[src/gke_pkg.sv]
/*
  gke_pkg: constants and types of the keystroke emulator.
  assumes: one 125 MHz clock, asynchronous active-low reset everywhere but the key buffer storage.
*/
package gke_pkg;

  // character codes the parser and emulator look at
  localparam logic [7:0] GKE_CH_STAR = 8'h2A;
  localparam logic [7:0] GKE_CH_COMMA = 8'h2C;
  localparam logic [7:0] GKE_CH_MINUS = 8'h2D;
  localparam logic [7:0] GKE_CH_PLUS = 8'h2B;
  localparam logic [7:0] GKE_CH_DOT = 8'h2E;
  localparam logic [7:0] GKE_CH_LF = 8'h0A;
  localparam logic [7:0] GKE_CH_SPACE = 8'h20;

  // panel key codes: 0..7 soft keys, 8..20 named keys, 21 minus,
  // 22 decimal point, 23..32 digits, 33..36 entry keys, 37..41 channel
  localparam logic [5:0] GKE_KEY_SOFT1 = 6'h00;
  localparam logic [5:0] GKE_KEY_DEFINE = 6'h08;
  localparam logic [5:0] GKE_KEY_MINUS = 6'h15;
  localparam logic [5:0] GKE_KEY_DECPT = 6'h16;
  localparam logic [5:0] GKE_KEY_DIGIT0 = 6'h17;
  localparam logic [5:0] GKE_KEY_ENTOFF = 6'h21;

  // download lengths and targets, key buffer depth, identify field count
  localparam int GKE_TRACE_POINTS = 512;
  localparam int GKE_TABLE_POINTS = 4096;
  localparam int GKE_NUM_TRACES = 10;
  localparam int GKE_KEY_DEPTH = 16;
  localparam int GKE_ID_FIELDS = 5;

  // field widths of the fixed point values
  localparam int GKE_FREQ_INT_DIGITS = 6;
  localparam int GKE_FRAC_DIGITS_FREQ = 3;
  localparam int GKE_PWR_INT_DIGITS = 3;
  localparam int GKE_FRAC_DIGITS_PWR = 2;

  typedef enum logic [1:0] {
    GKE_TGT_TRACE = 2'h0,
    GKE_TGT_PATHCAL = 2'h1,
    GKE_TGT_CALFACT = 2'h2
  } gke_tgt_e;

  // one parsed download value, handed to the table store
  typedef struct packed {
    gke_tgt_e target;
    logic [3:0] index;
    logic [12:0] point;
    logic is_freq;
    logic is_stop;
    logic signed [31:0] value;
  } gke_dl_s;

  // one received bus byte with its end marker
  typedef struct packed {
    logic [7:0] data;
    logic eoi;
  } gke_byte_s;

endpackage

[src/gke_core.sv]
/*
  gke_core: bus command interpreter: graph, identify, download, keys.
  assumes: verbs and bytes arrive as strobes on this clock; remote
  enable and listen are asynchronous pins.
*/
// How it works
// RULE1: graph verb switches the display to graph mode, no arguments.
// RULE2: identify query answers five comma fields then end of line.
// RULE3: download gives start, stop, then evenly spaced power values.
// RULE4: trace takes 512 values, pathcal and calfactor take 4096.
// RULE5: controller separates values by comma, ends with line feed.
// RULE6: download targets trace 0-9 or sensor A, B, C tables.
// RULE7: frequency has six integer, three decimals; power signed ddd.dd.
// RULE8: bytes right after the download command are the data.
// RULE9: emulation switch on or plus enables, off or minus disables.
// RULE10: emulation on and remote enable false makes bytes keystrokes.
// RULE11: remote enable plus listen address restores parsing, keeps enable.
// RULE12: after device go-to-local, keystrokes until an accepted asterisk.
// RULE13: sixteen-entry in-order key buffer; extra characters dropped.
// RULE14: asterisk lost when buffer full; keystrokes continue.
// RULE15: controller waits 1 s before and 10 ms after go-to-local.
// RULE16: go-to-remote stalls bus commands until keys finish.
// RULE17: controller lets buffered keys drain before sending more.
// RULE18: A-H soft keys, I-U named panel keys.
// RULE19: minus, decimal, digits, lowercase a-i entry and channel keys.
// RULE20: unmapped characters are dropped without using the buffer.
module gke_core
  import gke_pkg::*;
#(
  parameter logic [7:0] ID_MAKER = 8'h4D, // arbitrary value
  parameter logic [7:0] ID_MODEL = 8'h31, // arbitrary value
  parameter logic [7:0] ID_REV = 8'h32,
  parameter logic [7:0] ID_DATE = 8'h33
)
(
  input wire logic clock,
  input wire logic rstn,
  input wire gke_pkg::gke_byte_s rx_byte,
  input wire logic rx_valid,
  input wire logic op_graph,
  input wire logic op_idn,
  input wire logic op_emul_on,
  input wire logic op_emul_off,
  input wire logic op_input,
  input wire gke_pkg::gke_tgt_e input_target,
  input wire logic [3:0] input_index,
  input wire logic go_local_dev,
  input wire logic go_remote,
  input wire logic talk_addr,
  input wire logic tx_ready,
  input wire logic ren_pin,
  input wire logic listen_pin,
  input wire logic key_done,
  output logic graph_mode,
  output logic emul_enable,
  output logic key_mode,
  output logic cmd_stall,
  output logic rx_to_parser,
  output logic [7:0] tx_data,
  output logic tx_valid,
  output logic [5:0] key_code,
  output logic key_start,
  output gke_pkg::gke_dl_s dl_word,
  output logic dl_valid,
  output logic dl_done,
  output logic dl_error
);

  ////////////////////////////////////////////////////////////////////////
  // pin synchronisers: change counts once stages two and three agree
  logic [2:0] ren_sync, lsn_sync;
  logic ren, lsn;

  always_ff @(posedge clock or negedge rstn) begin
    if (!rstn) begin
      {ren_sync, lsn_sync, ren, lsn} <= '0;
    end else begin
      ren_sync <= {ren_sync[1:0], ren_pin};
      lsn_sync <= {lsn_sync[1:0], listen_pin};
      if (ren_sync[1] == ren_sync[2]) begin
        ren <= ren_sync[2];
      end
      if (lsn_sync[1] == lsn_sync[2]) begin
        lsn <= lsn_sync[2];
      end
    end
  end

  ////////////////////////////////////////////////////////////////////////
  // graph display verb: no specifiers, just sets the display mode
  always_ff @(posedge clock or negedge rstn) begin
    if (!rstn) begin
      graph_mode <= 1'b0;
    end else if (op_graph) begin
      graph_mode <= 1'b1; // RULE1
    end
  end

  ////////////////////////////////////////////////////////////////////////
  // emulation switch and the local keystroke state
  logic star_mode, key_full, key_empty, map_valid, is_key_byte;
  logic star_taken, next_key_mode;
  logic [5:0] map_key;

  always_ff @(posedge clock or negedge rstn) begin
    if (!rstn) begin
      emul_enable <= 1'b0;
    end else if (op_emul_on && !key_mode) begin
      emul_enable <= 1'b1; // RULE9
    end else if (op_emul_off && !key_mode) begin
      emul_enable <= 1'b0; // RULE9
    end
  end

  // a star only counts if the buffer could have taken it
  assign star_taken = star_mode && rx_valid
                   && rx_byte.data == GKE_CH_STAR && !key_full; // RULE14

  // device-specific local: keys until an accepted star
  always_ff @(posedge clock or negedge rstn) begin
    if (!rstn) begin
      star_mode <= 1'b0;
    end else if (go_remote || star_taken) begin
      star_mode <= 1'b0; // RULE12
    end else if (go_local_dev && emul_enable) begin
      star_mode <= 1'b1; // RULE12
    end
  end

  // remote enable false with emulation on; remote plus listen ends it
  always_ff @(posedge clock or negedge rstn) begin
    if (!rstn) begin
      key_mode <= 1'b0;
    end else begin
      key_mode <= next_key_mode;
    end
  end

  always_comb begin
    next_key_mode = star_mode && !star_taken && !go_remote; // RULE12
    if (emul_enable && !ren) begin
      next_key_mode = 1'b1; // RULE10
    end else if (emul_enable && ren && lsn && !star_mode) begin
      next_key_mode = 1'b0; // RULE11
    end
  end

  assign is_key_byte = key_mode && rx_valid;

  // steer bytes to the parser only outside keystroke mode and stall
  always_ff @(posedge clock or negedge rstn) begin
    if (!rstn) begin
      rx_to_parser <= 1'b1;
    end else begin
      rx_to_parser <= !next_key_mode && !cmd_stall; // RULE10
    end
  end

  ////////////////////////////////////////////////////////////////////////
  // key mapping and buffer
  gke_keymap u_map (
    .ch(rx_byte.data),
    .valid(map_valid),
    .key(map_key)
  );

  logic key_busy, key_pop;
  logic [5:0] key_head;

  assign key_pop = !key_busy && !key_empty;

  gke_keyfifo #(.DEPTH(GKE_KEY_DEPTH)) u_fifo (
    .clock(clock),
    .rstn(rstn),
    .push(is_key_byte && map_valid), // RULE20
    .din(map_key),
    .pop(key_pop),
    .dout(key_head),
    .empty(key_empty),
    .full(key_full)
  );

  // one key runs at a time; the next starts when the panel says done
  always_ff @(posedge clock or negedge rstn) begin
    if (!rstn) begin
      {key_busy, key_start, key_code} <= '0;
    end else begin
      key_start <= key_pop; // RULE13
      if (key_pop) begin
        key_code <= key_head;
        key_busy <= 1'b1;
      end else if (key_done) begin
        key_busy <= 1'b0;
      end
    end
  end

  // go-to-remote holds off commands until every buffered key finished
  always_ff @(posedge clock or negedge rstn) begin
    if (!rstn) begin
      cmd_stall <= 1'b0;
    end else if (go_remote && (key_busy || !key_empty)) begin
      cmd_stall <= 1'b1; // RULE16
    end else if (!key_busy && key_empty && !key_pop) begin
      cmd_stall <= 1'b0; // RULE16
    end
  end

  ////////////////////////////////////////////////////////////////////////
  // identify answer: five comma separated fields then line feed
  logic idn_pend, idn_run;
  logic [3:0] idn_pos;

  function automatic logic [7:0] idn_char(input logic [3:0] pos);
    case (pos)
      4'h0: idn_char = ID_MAKER;
      4'h2: idn_char = ID_MODEL;
      4'h4: idn_char = 8'h30; // unused field fixed at zero
      4'h6: idn_char = ID_REV;
      4'h8: idn_char = ID_DATE;
      4'h9: idn_char = GKE_CH_LF;
      default: idn_char = GKE_CH_COMMA;
    endcase
  endfunction

  always_ff @(posedge clock or negedge rstn) begin
    if (!rstn) begin
      {idn_pend, idn_run, idn_pos, tx_valid, tx_data} <= '0;
    end else begin
      if (op_idn) begin
        idn_pend <= 1'b1; // RULE2
      end else if (idn_pend && talk_addr) begin
        idn_pend <= 1'b0;
        idn_run <= 1'b1;
        idn_pos <= 4'h0;
      end
      if (idn_run && (!tx_valid || tx_ready)) begin
        tx_valid <= 1'b1;
        tx_data <= idn_char(idn_pos); // RULE2
        idn_pos <= idn_pos + 4'h1;
        if (idn_pos == 4'(2 * GKE_ID_FIELDS - 1)) begin
          idn_run <= 1'b0;
        end
      end else if (tx_ready) begin
        tx_valid <= 1'b0;
      end
    end
  end

  ////////////////////////////////////////////////////////////////////////
  // download parser: number fields in fixed point, thousandths of unit
  typedef enum logic [1:0] {
    GKE_DL_IDLE = 2'b00,
    GKE_DL_FREQ = 2'b01,
    GKE_DL_PWR = 2'b11
  } gke_dl_e;

  gke_dl_e dl_state;
  gke_tgt_e tgt;
  logic [3:0] tgt_idx;
  logic [12:0] npt;
  logic freq_stop, neg, frac, dl_byte;
  logic [2:0] idig;
  logic [1:0] fdig;
  logic signed [31:0] acc;
  logic [7:0] c;

  assign dl_byte = rx_valid && rx_to_parser && dl_state != GKE_DL_IDLE;
  assign c = rx_byte.data;

  // scale a partial value to thousandths by its missing decimals
  function automatic logic signed [31:0] scale(
    input logic signed [31:0] v, input logic [1:0] f);
    case (f)
      2'h0: scale = v * 32'sd1000;
      2'h1: scale = v * 32'sd100;
      2'h2: scale = v * 32'sd10;
      default: scale = v;
    endcase
  endfunction

  function automatic logic [12:0] expected(input gke_tgt_e t);
    expected = (t == GKE_TGT_TRACE) ? 13'(GKE_TRACE_POINTS)
                                    : 13'(GKE_TABLE_POINTS); // RULE4
  endfunction

  always_ff @(posedge clock or negedge rstn) begin
    if (!rstn) begin
      dl_state <= GKE_DL_IDLE;
      tgt <= GKE_TGT_TRACE;
      {tgt_idx, npt, freq_stop, acc, neg, frac, idig, fdig} <= '0;
      {dl_valid, dl_done, dl_error, dl_word} <= '0;
    end else begin
      dl_valid <= 1'b0;
      dl_done <= 1'b0;
      // out-of-range targets are refused at the command
      if (op_input && dl_state == GKE_DL_IDLE) begin
        if ((input_target == GKE_TGT_TRACE
             && input_index < 4'(GKE_NUM_TRACES))
            || (input_target != GKE_TGT_TRACE
             && input_index < 4'h3)) begin
          dl_state <= GKE_DL_FREQ; // RULE6 RULE8
          tgt <= input_target;
          tgt_idx <= input_index;
          npt <= 13'h0000;
          freq_stop <= 1'b0;
          dl_error <= 1'b0;
        end else begin
          dl_error <= 1'b1; // RULE6
        end
        {acc, neg, frac, idig, fdig} <= '0;
      end else if (dl_byte) begin
        if (c >= 8'h30 && c <= 8'h39) begin
          // extra digits beyond the field width flag a format fault
          if (frac) begin
            if (fdig < 2'((dl_state == GKE_DL_FREQ)
                          ? GKE_FRAC_DIGITS_FREQ : GKE_FRAC_DIGITS_PWR))
            begin
              acc <= 32'(acc * 10 + 32'(c - 8'h30)); // RULE7
              fdig <= fdig + 2'h1;
            end else begin
              dl_error <= 1'b1;
            end
          end else if (idig < 3'((dl_state == GKE_DL_FREQ)
                           ? GKE_FREQ_INT_DIGITS : GKE_PWR_INT_DIGITS))
          begin
            acc <= 32'(acc * 10 + 32'(c - 8'h30)); // RULE7
            idig <= idig + 3'h1;
          end else begin
            dl_error <= 1'b1;
          end
        end else if (c == GKE_CH_DOT) begin
          frac <= 1'b1;
        end else if (c == GKE_CH_MINUS && dl_state == GKE_DL_PWR) begin
          neg <= 1'b1; // RULE7
        end else if (c == GKE_CH_PLUS || c == GKE_CH_SPACE) begin
          neg <= neg;
        end else if (c == GKE_CH_COMMA || c == GKE_CH_LF) begin
          // a value closes on a comma or the final line feed
          dl_valid <= 1'b1; // RULE5
          dl_word.target <= tgt;
          dl_word.index <= tgt_idx;
          dl_word.point <= npt;
          dl_word.is_freq <= (dl_state == GKE_DL_FREQ);
          dl_word.is_stop <= freq_stop;
          dl_word.value <= neg ? -scale(acc, fdig) : scale(acc, fdig);
          {acc, neg, frac, idig, fdig} <= '0;
          if (dl_state == GKE_DL_FREQ) begin
            freq_stop <= 1'b1; // RULE3
            if (freq_stop) begin
              dl_state <= GKE_DL_PWR;
            end
            if (c == GKE_CH_LF) begin
              dl_state <= GKE_DL_IDLE;
              dl_error <= 1'b1;
            end
          end else begin
            npt <= npt + 13'h0001; // RULE3
            if (c == GKE_CH_LF) begin
              dl_state <= GKE_DL_IDLE;
              dl_done <= 1'b1;
              dl_error <= (npt + 13'h0001 != expected(tgt)); // RULE4
            end else if (npt + 13'h0001 == expected(tgt)) begin
              dl_error <= 1'b1; // RULE4
            end
          end
        end else begin
          dl_error <= 1'b1;
        end
      end
    end
  end

endmodule

[src/gke_keymap.sv]
/*
  gke_keymap: turns one ASCII character into a panel key code.
  assumes: combinational.
*/
module gke_keymap
  import gke_pkg::*;
(
  input wire logic [7:0] ch,
  output logic valid,
  output logic [5:0] key
);

  // letters and digits are contiguous ranges, so offsets suffice
  always_comb begin
    valid = 1'b1;
    key = GKE_KEY_SOFT1;
    if (ch >= 8'h41 && ch <= 8'h48) begin
      key = GKE_KEY_SOFT1 + 6'(ch - 8'h41); // RULE18
    end else if (ch >= 8'h49 && ch <= 8'h55) begin
      key = GKE_KEY_DEFINE + 6'(ch - 8'h49); // RULE18
    end else if (ch == GKE_CH_MINUS) begin
      key = GKE_KEY_MINUS; // RULE19
    end else if (ch == GKE_CH_DOT) begin
      key = GKE_KEY_DECPT; // RULE19
    end else if (ch >= 8'h30 && ch <= 8'h39) begin
      key = GKE_KEY_DIGIT0 + 6'(ch - 8'h30); // RULE19
    end else if (ch >= 8'h61 && ch <= 8'h69) begin
      key = GKE_KEY_ENTOFF + 6'(ch - 8'h61); // RULE19
    end else begin
      valid = 1'b0; // RULE20
    end
  end

endmodule

[src/gke_keyfifo.sv]
/*
  gke_keyfifo: in-order keystroke buffer of fixed depth.
  assumes: push is dropped when full; pop only when not empty.
*/
module gke_keyfifo
  import gke_pkg::*;
#(
  parameter int DEPTH = GKE_KEY_DEPTH
)
(
  input wire logic clock,
  input wire logic rstn,
  input wire logic push,
  input wire logic [5:0] din,
  input wire logic pop,
  output logic [5:0] dout,
  output logic empty,
  output logic full
);

  localparam int AW = $clog2(DEPTH);
  logic [5:0] mem [DEPTH];
  logic [AW:0] count;
  logic [AW-1:0] rd;
  logic [AW-1:0] wr;
  logic do_push;
  logic do_pop;

  // a full buffer silently loses the character
  assign do_push = push && !full; // RULE13
  assign do_pop = pop && !empty;
  assign empty = (count == '0);
  assign full = (count == (AW+1)'(DEPTH));
  assign dout = mem[rd];

  always_ff @(posedge clock) begin
    if (do_push) begin
      mem[wr] <= din;
    end
  end

  // pointers wrap naturally since depth is a power of two
  always_ff @(posedge clock or negedge rstn) begin
    if (!rstn) begin
      wr <= '0;
      rd <= '0;
      count <= '0;
    end else begin
      if (do_push) begin
        wr <= wr + 1'b1;
      end
      if (do_pop) begin
        rd <= rd + 1'b1; // RULE13
      end
      count <= count + (AW+1)'(do_push) - (AW+1)'(do_pop);
    end
  end

endmodule

[config.mk]
export PLATFORM = sky130hd
export DESIGN_NAME = gke_core
export DESIGN_NICKNAME = d
export VERILOG_FILES = /design/src/gke_pkg.sv /design/src/gke_core.sv /design/src/gke_keymap.sv /design/src/gke_keyfifo.sv
export SDC_FILE = /design/constraint.sdc
export NUM_CORES = 1
export LEC_CHECK = 0
export ABC_CLOCK_PERIOD_IN_PS = 5400
export BUFFER_PORTS_ARGS = -buffer_cell sky130_fd_sc_hd__buf_2
export CAP_MARGIN = 20
export CORE_MARGIN = 4
export CORE_UTILIZATION = 45
export DETAILED_ROUTE_END_ITERATION = 10
export GPL_ROUTABILITY_DRIVEN = 0
export GPL_TIMING_DRIVEN = 0
export SYNTH_ARGS = -nofsm -noshare
export SYNTH_HDL_FRONTEND = slang
export SYNTH_SLANG_ARGS = --single-unit
export TNS_END_PERCENT = 20
[constraint.sdc]
create_clock -name clock -period 5.4 [get_ports clock]
set_input_delay 1.62 -clock clock [delete_from_list [all_inputs] [get_ports clock]]
set_output_delay 1.62 -clock clock [all_outputs]
set_load 0.005 [all_outputs]
== After elaboration in Yosys (flattened, before gate mapping) ==
Memory sizes are Yosys's and may differ from the RTL's. A register that Yosys moved wholly into a read port is not among the register bits.
Cells that the tools add are included.
Word-level totals
  memory bits (writable): 96
  input port bits: 30
  memories kept: 1
  logic and storage cells: 359
  register bits: 161
Memory list
  u_fifo.mem: words 16, width 6, read ports 1, clocked after memory_dff 1, wr ports 1, RTL line gke_keyfifo.sv:22  | logic [5:0] mem [DEPTH];
Operators by class
  multiply operators: 4
  equality and inequality tests: 44
  multiplexer cells: 149
  reduce and logical (&&, ||, !) cells: 87
  bitwise logic cells: 5
  add/sub/neg operators: 18
  $lt $le $gt $ge: 12
Operators by type and width (number)
  $mux W32: 18
  $mux W13: 10
  $pmux W32 S3: 1
  $mux W1: 79
  $eq A8 B6 Y1 const B: 6
  $mux W2: 21
  $pmux W7 S6: 1
  $mux W6: 6
  $logic_and A1 B1 Y1: 33
  $add A32 B32 Y32: 1
  $mul A32 B3 Y31 const B: 1
  $mul A32 B4 Y31 const B: 1
  $mul A32 B6 Y30 const B: 1
  $mul A32 B8 Y29 const B: 1
  $neg A32 Y32: 1
  $mux W3: 10
  $reduce_and A7 Y1: 4
  $ge A8 B7 Y1 const B: 3
  $le A8 B7 Y1 const B: 3
  $ne A3 B3 Y1 const B: 8
  $reduce_and A8 Y1: 3
  $reduce_bool A2 Y1: 12
  $reduce_bool A3 Y1: 5
  $add A13 B1 Y13 const B: 1
  other kinds (45): 89

== Logic depth before layout (Yosys ltp) ==
Gate-level depths: netlist of the first run.
  depth after elaboration: 13
  mapped depth: 22
  depth with buffers taken out: 22

== Hierarchy ==
From an unflattened synthesis of the first run, not the netlist that was laid out.
Unflattened totals
  cell total of the unflattened synthesis: 2498
  area total of the unflattened synthesis: 23512.6 sq um
By module, submodules not included
  gke_core: cells each 2183, times used 1, area an instance 18566.6 sq um, sequential area each 3729.8 sq um
  gke_keyfifo: cells each 260, times used 1, area an instance 4546.9 sq um, sequential area each 3208.1 sq um
  gke_keymap: cells each 55, times used 1, area an instance 399.1 sq um, sequential area each 0.0 sq um

== Worst setup path after synthesis of the first run ==
No wires, ideal clock.
  kind: in2reg
  start: input rx_byte[5] in the netlist's numbering
  end: register acc[31]
  arrival: 5.828 ns
  required time: 5.279 ns
  stages: 14
  path buffers: 0
  setup slack: -0.549 ns
  path through: ha_1 nor3_1 ha_1 a21o_1 a21o_1 a21o_1 a21o_1 a21oi_1 nor2b_1 a211o_1 a311oi_1 a21oi_1 xnor2_1 a22o_1
Between the ends
  longest elaborated chain between the ends: 7
  elaborated cells on any way between the ends: 27
  those cells by class: add/sub: 2; order compare: 2; eq/ne: 11; mux: 6; reduce/logical: 6
Ends and longest elaborated chain
  start: declaration: RTL line gke_core.sv:38  | input wire gke_pkg::gke_byte_s rx_byte,
  $sub A8 B6 Y9: RTL line gke_core.sv:319, gke_core.sv:327
  $add A32 B32 Y32: RTL line gke_core.sv:319, gke_core.sv:327
  $mux W32, on equally long branches: RTL line gke_core.sv:324, gke_core.sv:316
  $mux W32: RTL line gke_core.sv:315  | if (frac) begin
  $mux W32: RTL line gke_core.sv:313  | if (c >= 8'h30 && c <= 8'h39) begin
  $mux W32: RTL line gke_core.sv:312  | end else if (dl_byte) begin
  $mux W32: RTL line gke_core.sv:297  | if (op_input && dl_state == GKE_DL_IDLE) begin
  end signal: assignment: RTL line gke_core.sv:319  | acc <= 32'(acc * 10 + 32'(c - 8'h30));
  end signal: assignment: RTL line gke_core.sv:327  | acc <= 32'(acc * 10 + 32'(c - 8'h30));
  end: declaration: RTL line gke_core.sv:265  | logic signed [31:0] acc;
Parallel ways exist; a longest one is shown, timed or not. The select of a mux whose other input is x is not followed.
A chain may end at the register's enable or synchronous reset.

== Worst setup path in the final report of the first run ==
  start: register acc[4]
  end: register dl_word[21] in the netlist's numbering
Between the ends
  longest elaborated chain between the ends: 11
  elaborated cells on any way between the ends: 13
  those cells by class: add/sub: 1; mul: 3; mux: 9
Ends and longest elaborated chain
  $mul A32 B4 Y31 (tied with other cells): RTL line gke_core.sv:277  | 2'h2: scale = v * 32'sd10;
  $pmux W32 S3 *: RTL line gke_core.sv:274  | case (f)
  $mux W32: RTL line gke_core.sv:338  | end else if (c == GKE_CH_COMMA || c == GKE_CH_LF) begin
  $mux W32: RTL line gke_core.sv:336  | end else if (c == GKE_CH_PLUS || c == GKE_CH_SPACE) begin
  $mux W32: RTL line gke_core.sv:334  | end else if (c == GKE_CH_MINUS && dl_state == GKE_DL_PWR) begin
  $mux W32: RTL line gke_core.sv:332  | end else if (c == GKE_CH_DOT) begin
  $mux W32: RTL line gke_core.sv:313
  $mux W32: RTL line gke_core.sv:312
  $mux W32: RTL line gke_core.sv:297
  $neg A32 Y32: RTL line gke_core.sv:346  | dl_word.value <= neg ? -scale(acc, fdig) : scale(acc, fdig);
  $mux W32 *: RTL line gke_core.sv:346
  end: declaration: RTL line gke_core.sv:63  | output gke_pkg::gke_dl_s dl_word,
Every way passes the cells marked *; elsewhere a longest branch is shown, timed or not. The select of a mux whose other input is x is not followed.

==> results.yml, run 1 <==
timing:
  setup-violations-final: 14
  fin_crit_sh: 1.13
  slew_viol_final: 0
  tightest_slew_ns: 1.01
  max_clock_freq_mhz: 164
  min_period_ns: 6.11
  hold_viol_final: 0
  slew_headroom: 0.325
  setup_ws_ns: -0.709
  rsz0062_at_grt: "true"
  fin_worst_skew_ns: 0.0177
route:
  route.antenna.remaining_nets: 0
  vias: 18900
  vias_per_cell: 5.72
  first_iter_violations: 1229
  drt-pass1-iter-count: 5
  drc: 0
  wire_per_inst_um: 19.8
  finalWirelength_mm: 65.2
critical_path:
  path_common_cell: "fa_1"
  worst-path-buf-inv: 4
  r2r_cells: 20
  cp-startpoint: "acc[4]"
  worst-setup-path-type: "reg2reg"
  critPathCapture: "dl_word[21]"
  worst-endpoint-required_ns: 5.81
  cp_num_cells: 20
  worst_setup_path_start_kind: "register"
  cp.arrival_ns: 6.52
  slowest_stage: "or4b_4"
  regToRegStartpoint: "acc[4]"
  r2r_setup_slack_ns: -0.71
  crit_family: "adder cells"
  cp_slowest_stage_delay_ns: 0.54
  path_cells: "fa_1 > inv_1 > fa_1 > inv_2 > fa_1 > inv_1 > fa_1 > inv_2 > ha_4 > o21ai_4 > o211ai_4 > a31o_1 > xnor2_2 > o221ai_2 > o32a_1 > or3_4 > or4b_4 > o31ai_2 > xor2_1 > o21ai_0"
  end_kind: "register"
  r2r-end: "dl_word[21]"
  crit_fanout: 6
global_route:
  antenna_found_initial: 1
  grt_first_pass_wirelength_mm: 103
  gr-usage-all-layers: 0.236
  grt-busiest-layer: "met2"
  grt_pass1_vias: 19000
  grt_util_met2: 0.411
  gr-usage-met3: 0.0262
  use_met1: 0.308
  grt-ovfl-total: 0
  grt_start_max_net_pins: 106
yosys:
  synth_area_mm2: 0.0230
  ys_seq_area_frac: 0.302
  synth_flop_cell: "dfrtp_1"
  async_flop_share: 0.628
  yosysWarnings: 0
  syn_nets: 2806
  synth.distinct_cells: 104
  synthCells: 2407
  avgSynthCellArea_um2: 9.56
  synth_edf_count: 96
  synth-seq-cells: 258
die:
  dieArea_mm2: 0.0548
  fp.dieH_um: 234
  rows: 82
  core_area_mm2: 0.0504
  initial_core_util: 0.457
  pin_count: 107
  die_w_um: 234
pwr:
  p_clk_frac: 0.198
  power.switching_mw: 3.89
  swShare: 0.411
  internal_power_mw: 5.57
  power_frac_seq: 0.262
  combPwrFrac: 0.540
  ir_worst_vdd_mv: 0.270
  p_leak_nw: 12.6
  p_per_area_mw_per_mm2: 353
clock_tree:
  cts_max_level: 1
  cts_num_sinks: 258
  clock_path_buffers: 3
  cts_hold_buf: 0
  cts_tree: "yes"
  cts_made_buffers: 26
  path_clk_slew_ns: 0.06
  clock-root-buffer: "clkbuf_16"
  clkLatencyLatePin_ns: 0.55
final_layout:
  area_growth_pct: 16.4
  diodes: 0
  final_util: 0.532
  layout.nets: 3006
  finish.instance_area_mm2: 0.0268
  drive_gt1_frac: 0.167
hold_path:
  hp-start: "ren_sync[0]"
  hp-class: "reg2reg"
placement:
  portBuffers: 101
  dp_hpwl_mm: 49.5
  place_area_mm2: 0.0247
run_status:
  violations: "negative setup slack"
  status: "finished with violations"
run:
  max_cap_violations: 0
[power by group through the flow]
stage / Combinational (mW) / Clock [mW] / Sequential [mW]
final: 5.11 / 1.87 / 2.48
after global routing: 5.59 / 1.98 / 2.51
after CTS: 4.79 / 1.91 / 2.48
after detailed placement: 4.31 / 0 / 2.54
after global placement: 4.21 / 0 / 2.53
after floorplan: 3.18 / 0 / 2.46
[Yosys cell counts (all sizes together), types with 10 or more instances]
cell type	number	share of area
a31oi	28	0.0076
fa	119	0.10
nor2	127	0.021
nand2	269	0.044
inv	261	0.043
a22o	20	0.0076
o211ai	15	0.0051
and3	17	0.0046
dfrtp	161	0.18
clkbuf	76	0.012
nand4	19	0.0052
o21bai	10	0.0033
a21o	45	0.015
o21a	16	0.0052
buf	18	0.0035
o21ai	169	0.037
nor3	44	0.0098
and2	22	0.0060
a211oi	22	0.0085
xnor2	88	0.034
mux2i	14	0.0061
mux4	30	0.029
nand3	44	0.0096
or3	10	0.0029
xor2	49	0.019
nor2b	13	0.0040
nand2b	29	0.0079
a211o	11	0.0042
mux2	18	0.0088
o31ai	26	0.0093
ha	250	0.14
edfxtp	96	0.13
a21oi	113	0.025
[cells by family (layout without fill, tap and decap cells)]
family / count (synthesis) / after routing / share of synthesized area
other: 1 / 1 / 0.000163
muxes: 62 / 62 / 0.0443
xor gates and xnor gates: 137 / 137 / 0.0522
DFF: 258 / 258 / 0.302
adders and majority gates: 370 / 370 / 0.240
buffers and inverters: 355 / 574 / 0.0585
and+or+nand+nor: 630 / 630 / 0.128
AOI/OAI and AO/OA: 594 / 594 / 0.175
[cell usage in the layout (no fill, tap or decap), types with 11 or more instances in the layout]
master     instances
nor2b_1           11
o211ai_1          14
nand3_1           41
o21ai_1           22
xor2_1            47
o21ai_0          136
mux2_2            17
dfrtp_4           14
a21o_1            45
edfxtp_1          96
nor2_1           126
and3_1            17
o31ai_1           21
mux2i_1           14
a211o_1           11
buf_2            107
buf_1             12
ha_4              14
xnor2_1           85
and2_1            22
clkbuf_1          75
a211oi_1          12
o21a_1            16
ha_1             232
nand4_1           19
nand2_1          263
mux4_2            30
a21oi_1           96
inv_1            253
a31oi_1           28
buf_4             62
nor3_1            40
dfrtp_1          139
clkbuf_16         29
a22o_1            19
nand2b_1          29
fa_1             117
[flip-flops by register name (all words and copies together) (netlist names), 2 cells and up]
name and cells:
key_code 6, dl_state 2, tgt_idx 4, tgt 2, u_fifo.rd 4, u_fifo.wr 4, tx_data 7, idn_pos 4
dl_word 53, ren_sync 3, u_fifo.count 5, idig 3, u_fifo.mem 96, acc 32, npt 13, fdig 2
[metrics by stage]
step           setup TNS, ns  cells  hold WS [ns]  power, mW  worst slack, ns
2_1_floorplan         -0.787   2407         0.331       5.63           -0.170
4_1_cts                -6.95   3275         0.355       9.18           -0.686
3_3_place_gp          -25.30   3180         0.338       6.74            -1.47
6_report               -7.49   3298         0.360       9.46           -0.709
3_5_place_dp          -18.17   3189         0.341       6.85            -1.30
5_1_grt               -10.22   3298         0.369       10.1           -0.820
[timing repair]
action | 4_1_cts | 5_1_grt
endpoints found under the setup margin | 19 | 28
pin swaps | 24 | 68
setup buffers | 40 | 22
gates resized for setup | 82 | 86
hold endpoints to repair | 0 | 0
cloned | 0 | 1
[worst register-to-register path: cells and delay by family (launching register included)]
family	cells	cell delay [ns]
flip-flops	1	0.53
XOR/XNOR	2	0.49
AO/OA/AOI/OAI	7	1.53
AND/OR/NAND/NOR	2	0.97
buffers and inverters	4	0.19
adder cells (fa/ha/maj)	5	2.28
[worst min-delay path by stage]
| stage | end | cells after the start |
|---|---|---|
| 2_1_floorplan | ren_sync[1] | 0 |
| 4_1_cts | ren_sync[1] | 0 |
| 6_report | ren_sync[1] | 0 |
| 3_3_place_gp | ren_sync[1] | 0 |
| 3_5_place_dp | ren_sync[1] | 0 |
| 5_1_grt | ren_sync[1] | 0 |
[cell type report]
class | count | area, um^2
fill | 4573 | 23600
multi-input combinational | 1794 | 15600
sequential | 258 | 7000
timing repair buffer | 174 | 1120
inverter | 261 | 980
tap | 672 | 841
clock buffer | 36 | 771
buffer | 92 | 392
clock inverter | 11 | 121
[metal layers]
layer,routed length (um),part of all wire
met3,2680,0.041
met1,27600,0.42
met5,13,0.00020
met4,2460,0.038
met2,32400,0.50
Power figures use the tool's default switching activity.
==> inputs of run 2 (changes only) <==
--- a/config.mk
+++ b/config.mk
@@ -5,7 +5,7 @@
 export SDC_FILE = /design/constraint.sdc
 export NUM_CORES = 1
 export LEC_CHECK = 0
-export ABC_CLOCK_PERIOD_IN_PS = 5400
+export ABC_CLOCK_PERIOD_IN_PS = 7400
 export BUFFER_PORTS_ARGS = -buffer_cell sky130_fd_sc_hd__buf_2
 export CAP_MARGIN = 20
 export CORE_MARGIN = 4
==> constraint.sdc (replaced) <==
create_clock -name clock -period 7.4 [get_ports clock]
set_input_delay 0 -clock clock [delete_from_list [all_inputs] [get_ports clock]]
set_output_delay 0 -clock clock [all_outputs]
set_load 0.005 [all_outputs]
==> run 2 against run 1 <==
The flow now finishes without violations. Utilization shrank 2.4 points. Combinational power shrank 40%. Die area is the same. Cell area shrank 4.5%. Cell count shrank 1.3%. Critical path depth is the same. Via count shrank 2.2%. Worst hold slack lost 0.35 ns. First-iteration DRC count grew 2.2%. Critical path type unchanged. Largest cell class unchanged. Largest power group unchanged.
==> results.yml, run 2 (same netlist as run 1, synthesis figures left out) <==
timing:
  fin_worst_skew_ns: 0.0159
  rsz0062_at_grt: "false"
  min_period_ns: 7.05
  setup-violations-final: 0
  tightest_slew_ns: 1.17
  fin_crit_sh: 0.953
  slew_headroom: 0.209
  max_clock_freq_mhz: 142
  slew_viol_final: 0
  fin_setup_tns_ns: 0
  hold_viol_final: 0
clock_tree:
  cts_made_buffers: 25
  clock-root-buffer: "clkbuf_16"
  cts_num_sinks: 258
  clkLatencyLatePin_ns: 0.53
  cts_tree: "yes"
  cts_max_level: 1
  path_clk_slew_ns: 0.07
  post_cts_buffers: 0
  clock_path_buffers: 3
die:
  dieArea_mm2: 0.0548
  core_area_mm2: 0.0504
  pin_count: 107
  initial_core_util: 0.457
  fp.dieH_um: 234
  rows: 82
  die_w_um: 234
placement:
  dp_cells: 3187
  portBuffers: 101
  dp_hpwl_mm: 49.2
final_layout:
  largestRegisters: "u_fifo.mem: 96 flops, dl_word: 53 flops, acc: 32 flops"
  largest_reg_flops: 96
  area_growth_pct: 11.2
  final_cell_mix: "nand2_1, inv_1, ha_1"
  largest-register: "u_fifo.mem"
  final_cells: 3256
  layout.nets: 2964
  drive_gt1_frac: 0.0991
  final_util: 0.508
  layout_commonest_cell: "nand2_1"
route:
  drc: 0
  finalWirelength_mm: 62.2
  route.antenna.remaining_nets: 0
  vias_per_cell: 5.67
  first_iter_violations: 1256
  wire_per_inst_um: 19.1
  drt-pass1-iter-count: 6
  vias: 18500
global_route:
  grt_first_pass_wirelength_mm: 99.8
  antenna_found_initial: 1
  grt-ovfl-total: 0
  grt_start_max_net_pins: 98
  gr-usage-all-layers: 0.227
  grt_pass1_vias: 18600
critical_path:
  end_kind: "register"
  crit_fanout: 10
  worst-setup-path-type: "reg2reg"
  worst_setup_path_start_kind: "register"
  worst-endpoint-required_ns: 7.79
  cp.arrival_ns: 7.44
pwr:
  p_leak_nw: 12.3
  total_power_mw: 6.28
  ir_worst_vdd_mv: 0.142
  p_per_area_mw_per_mm2: 245
run:
  max_cap_violations: 0
run_status:
  status: "completed"
hold_path:
  hp-class: "in2async"
## run 2: repair_timing
| action | CTS | global route |
|---|---|---|
| hold endpoints to repair | 128 | 0 |
| endpoints found under the setup margin | 0 | 3 |
| resized for setup | 0 | 6 |
| hold buffers | 21 | 0 |
## run 2: metrics by stage
step / hold WS [ns] / cell area [um^2] / setup slack [ns]
after floorplan: -0.296 / 23000 / 1.51
after global placement: 0.114 / 24400 / 0.0518
after detailed placement: -0.00316 / 24400 / 0.390
after CTS: 0.0309 / 25600 / 0.380
after global routing: 0.0468 / 25600 / 0.0635
final: 0.00651 / 25600 / 0.348
## run 2: final cells by class
type,count,area [um^2]
fill,4640,24800
multi-input combinational,1794,14700
sequential,258,6940
inverter,261,980
tap,672,841
timing repair buffer,131,815
clock buffer,27,653
buffer,94,365
clock inverter,18,250
antenna,1,2.50
## run 2: per-layer routing
layer / vias up / GRT usage / part of all wire
li1: 8837 / - / -
met1: 9064 / 0.301 / 0.43
met4: 0 / 0.0557 / 0.026
met5: - / 0 / 0
met2: 468 / 0.403 / 0.50
met3: 90 / 0.0204 / 0.038
## run 2: final timing paths
kind,startpoint,end,slack [ns],depth (start not counted)
worst min-delay path,rstn,graph_mode,0.007,2
max in group asynchronous,rstn,tx_data[5],6.48,3
worst max-delay path,acc[10],dl_word[28],0.35,20
worst min register to register,ren_sync[0],ren_sync[1],0.36,0
worst max register to register,acc[10],dl_word[28],0.35,20
min in group clock,rx_valid,dl_done,0.07,5
## run 2: report_power, final
part           internal, mW  switching, mW
clock                 0.848          0.556
combinational          1.24           1.81
sequential             1.64          0.183
total                  3.72           2.55
## run 2: critical path: stages (launching register included)
cell      delay (ns)
dfrtp_1         0.74
fa_1            0.54
fa_1            0.48
fa_1            0.55
inv_1           0.05
fa_1            0.53
inv_1           0.05
ha_1            0.29
clkbuf_1        0.20
o21ai_0         0.47
o21ai_0         0.23
mux2i_1         0.15
nand2_1         0.08
nand4_1         0.08
o41ai_1         0.94
nand2_1         0.15
nor4b_2         0.55
nand3_1         0.19
o31ai_1         0.34
xor2_1          0.17
o21ai_0         0.09
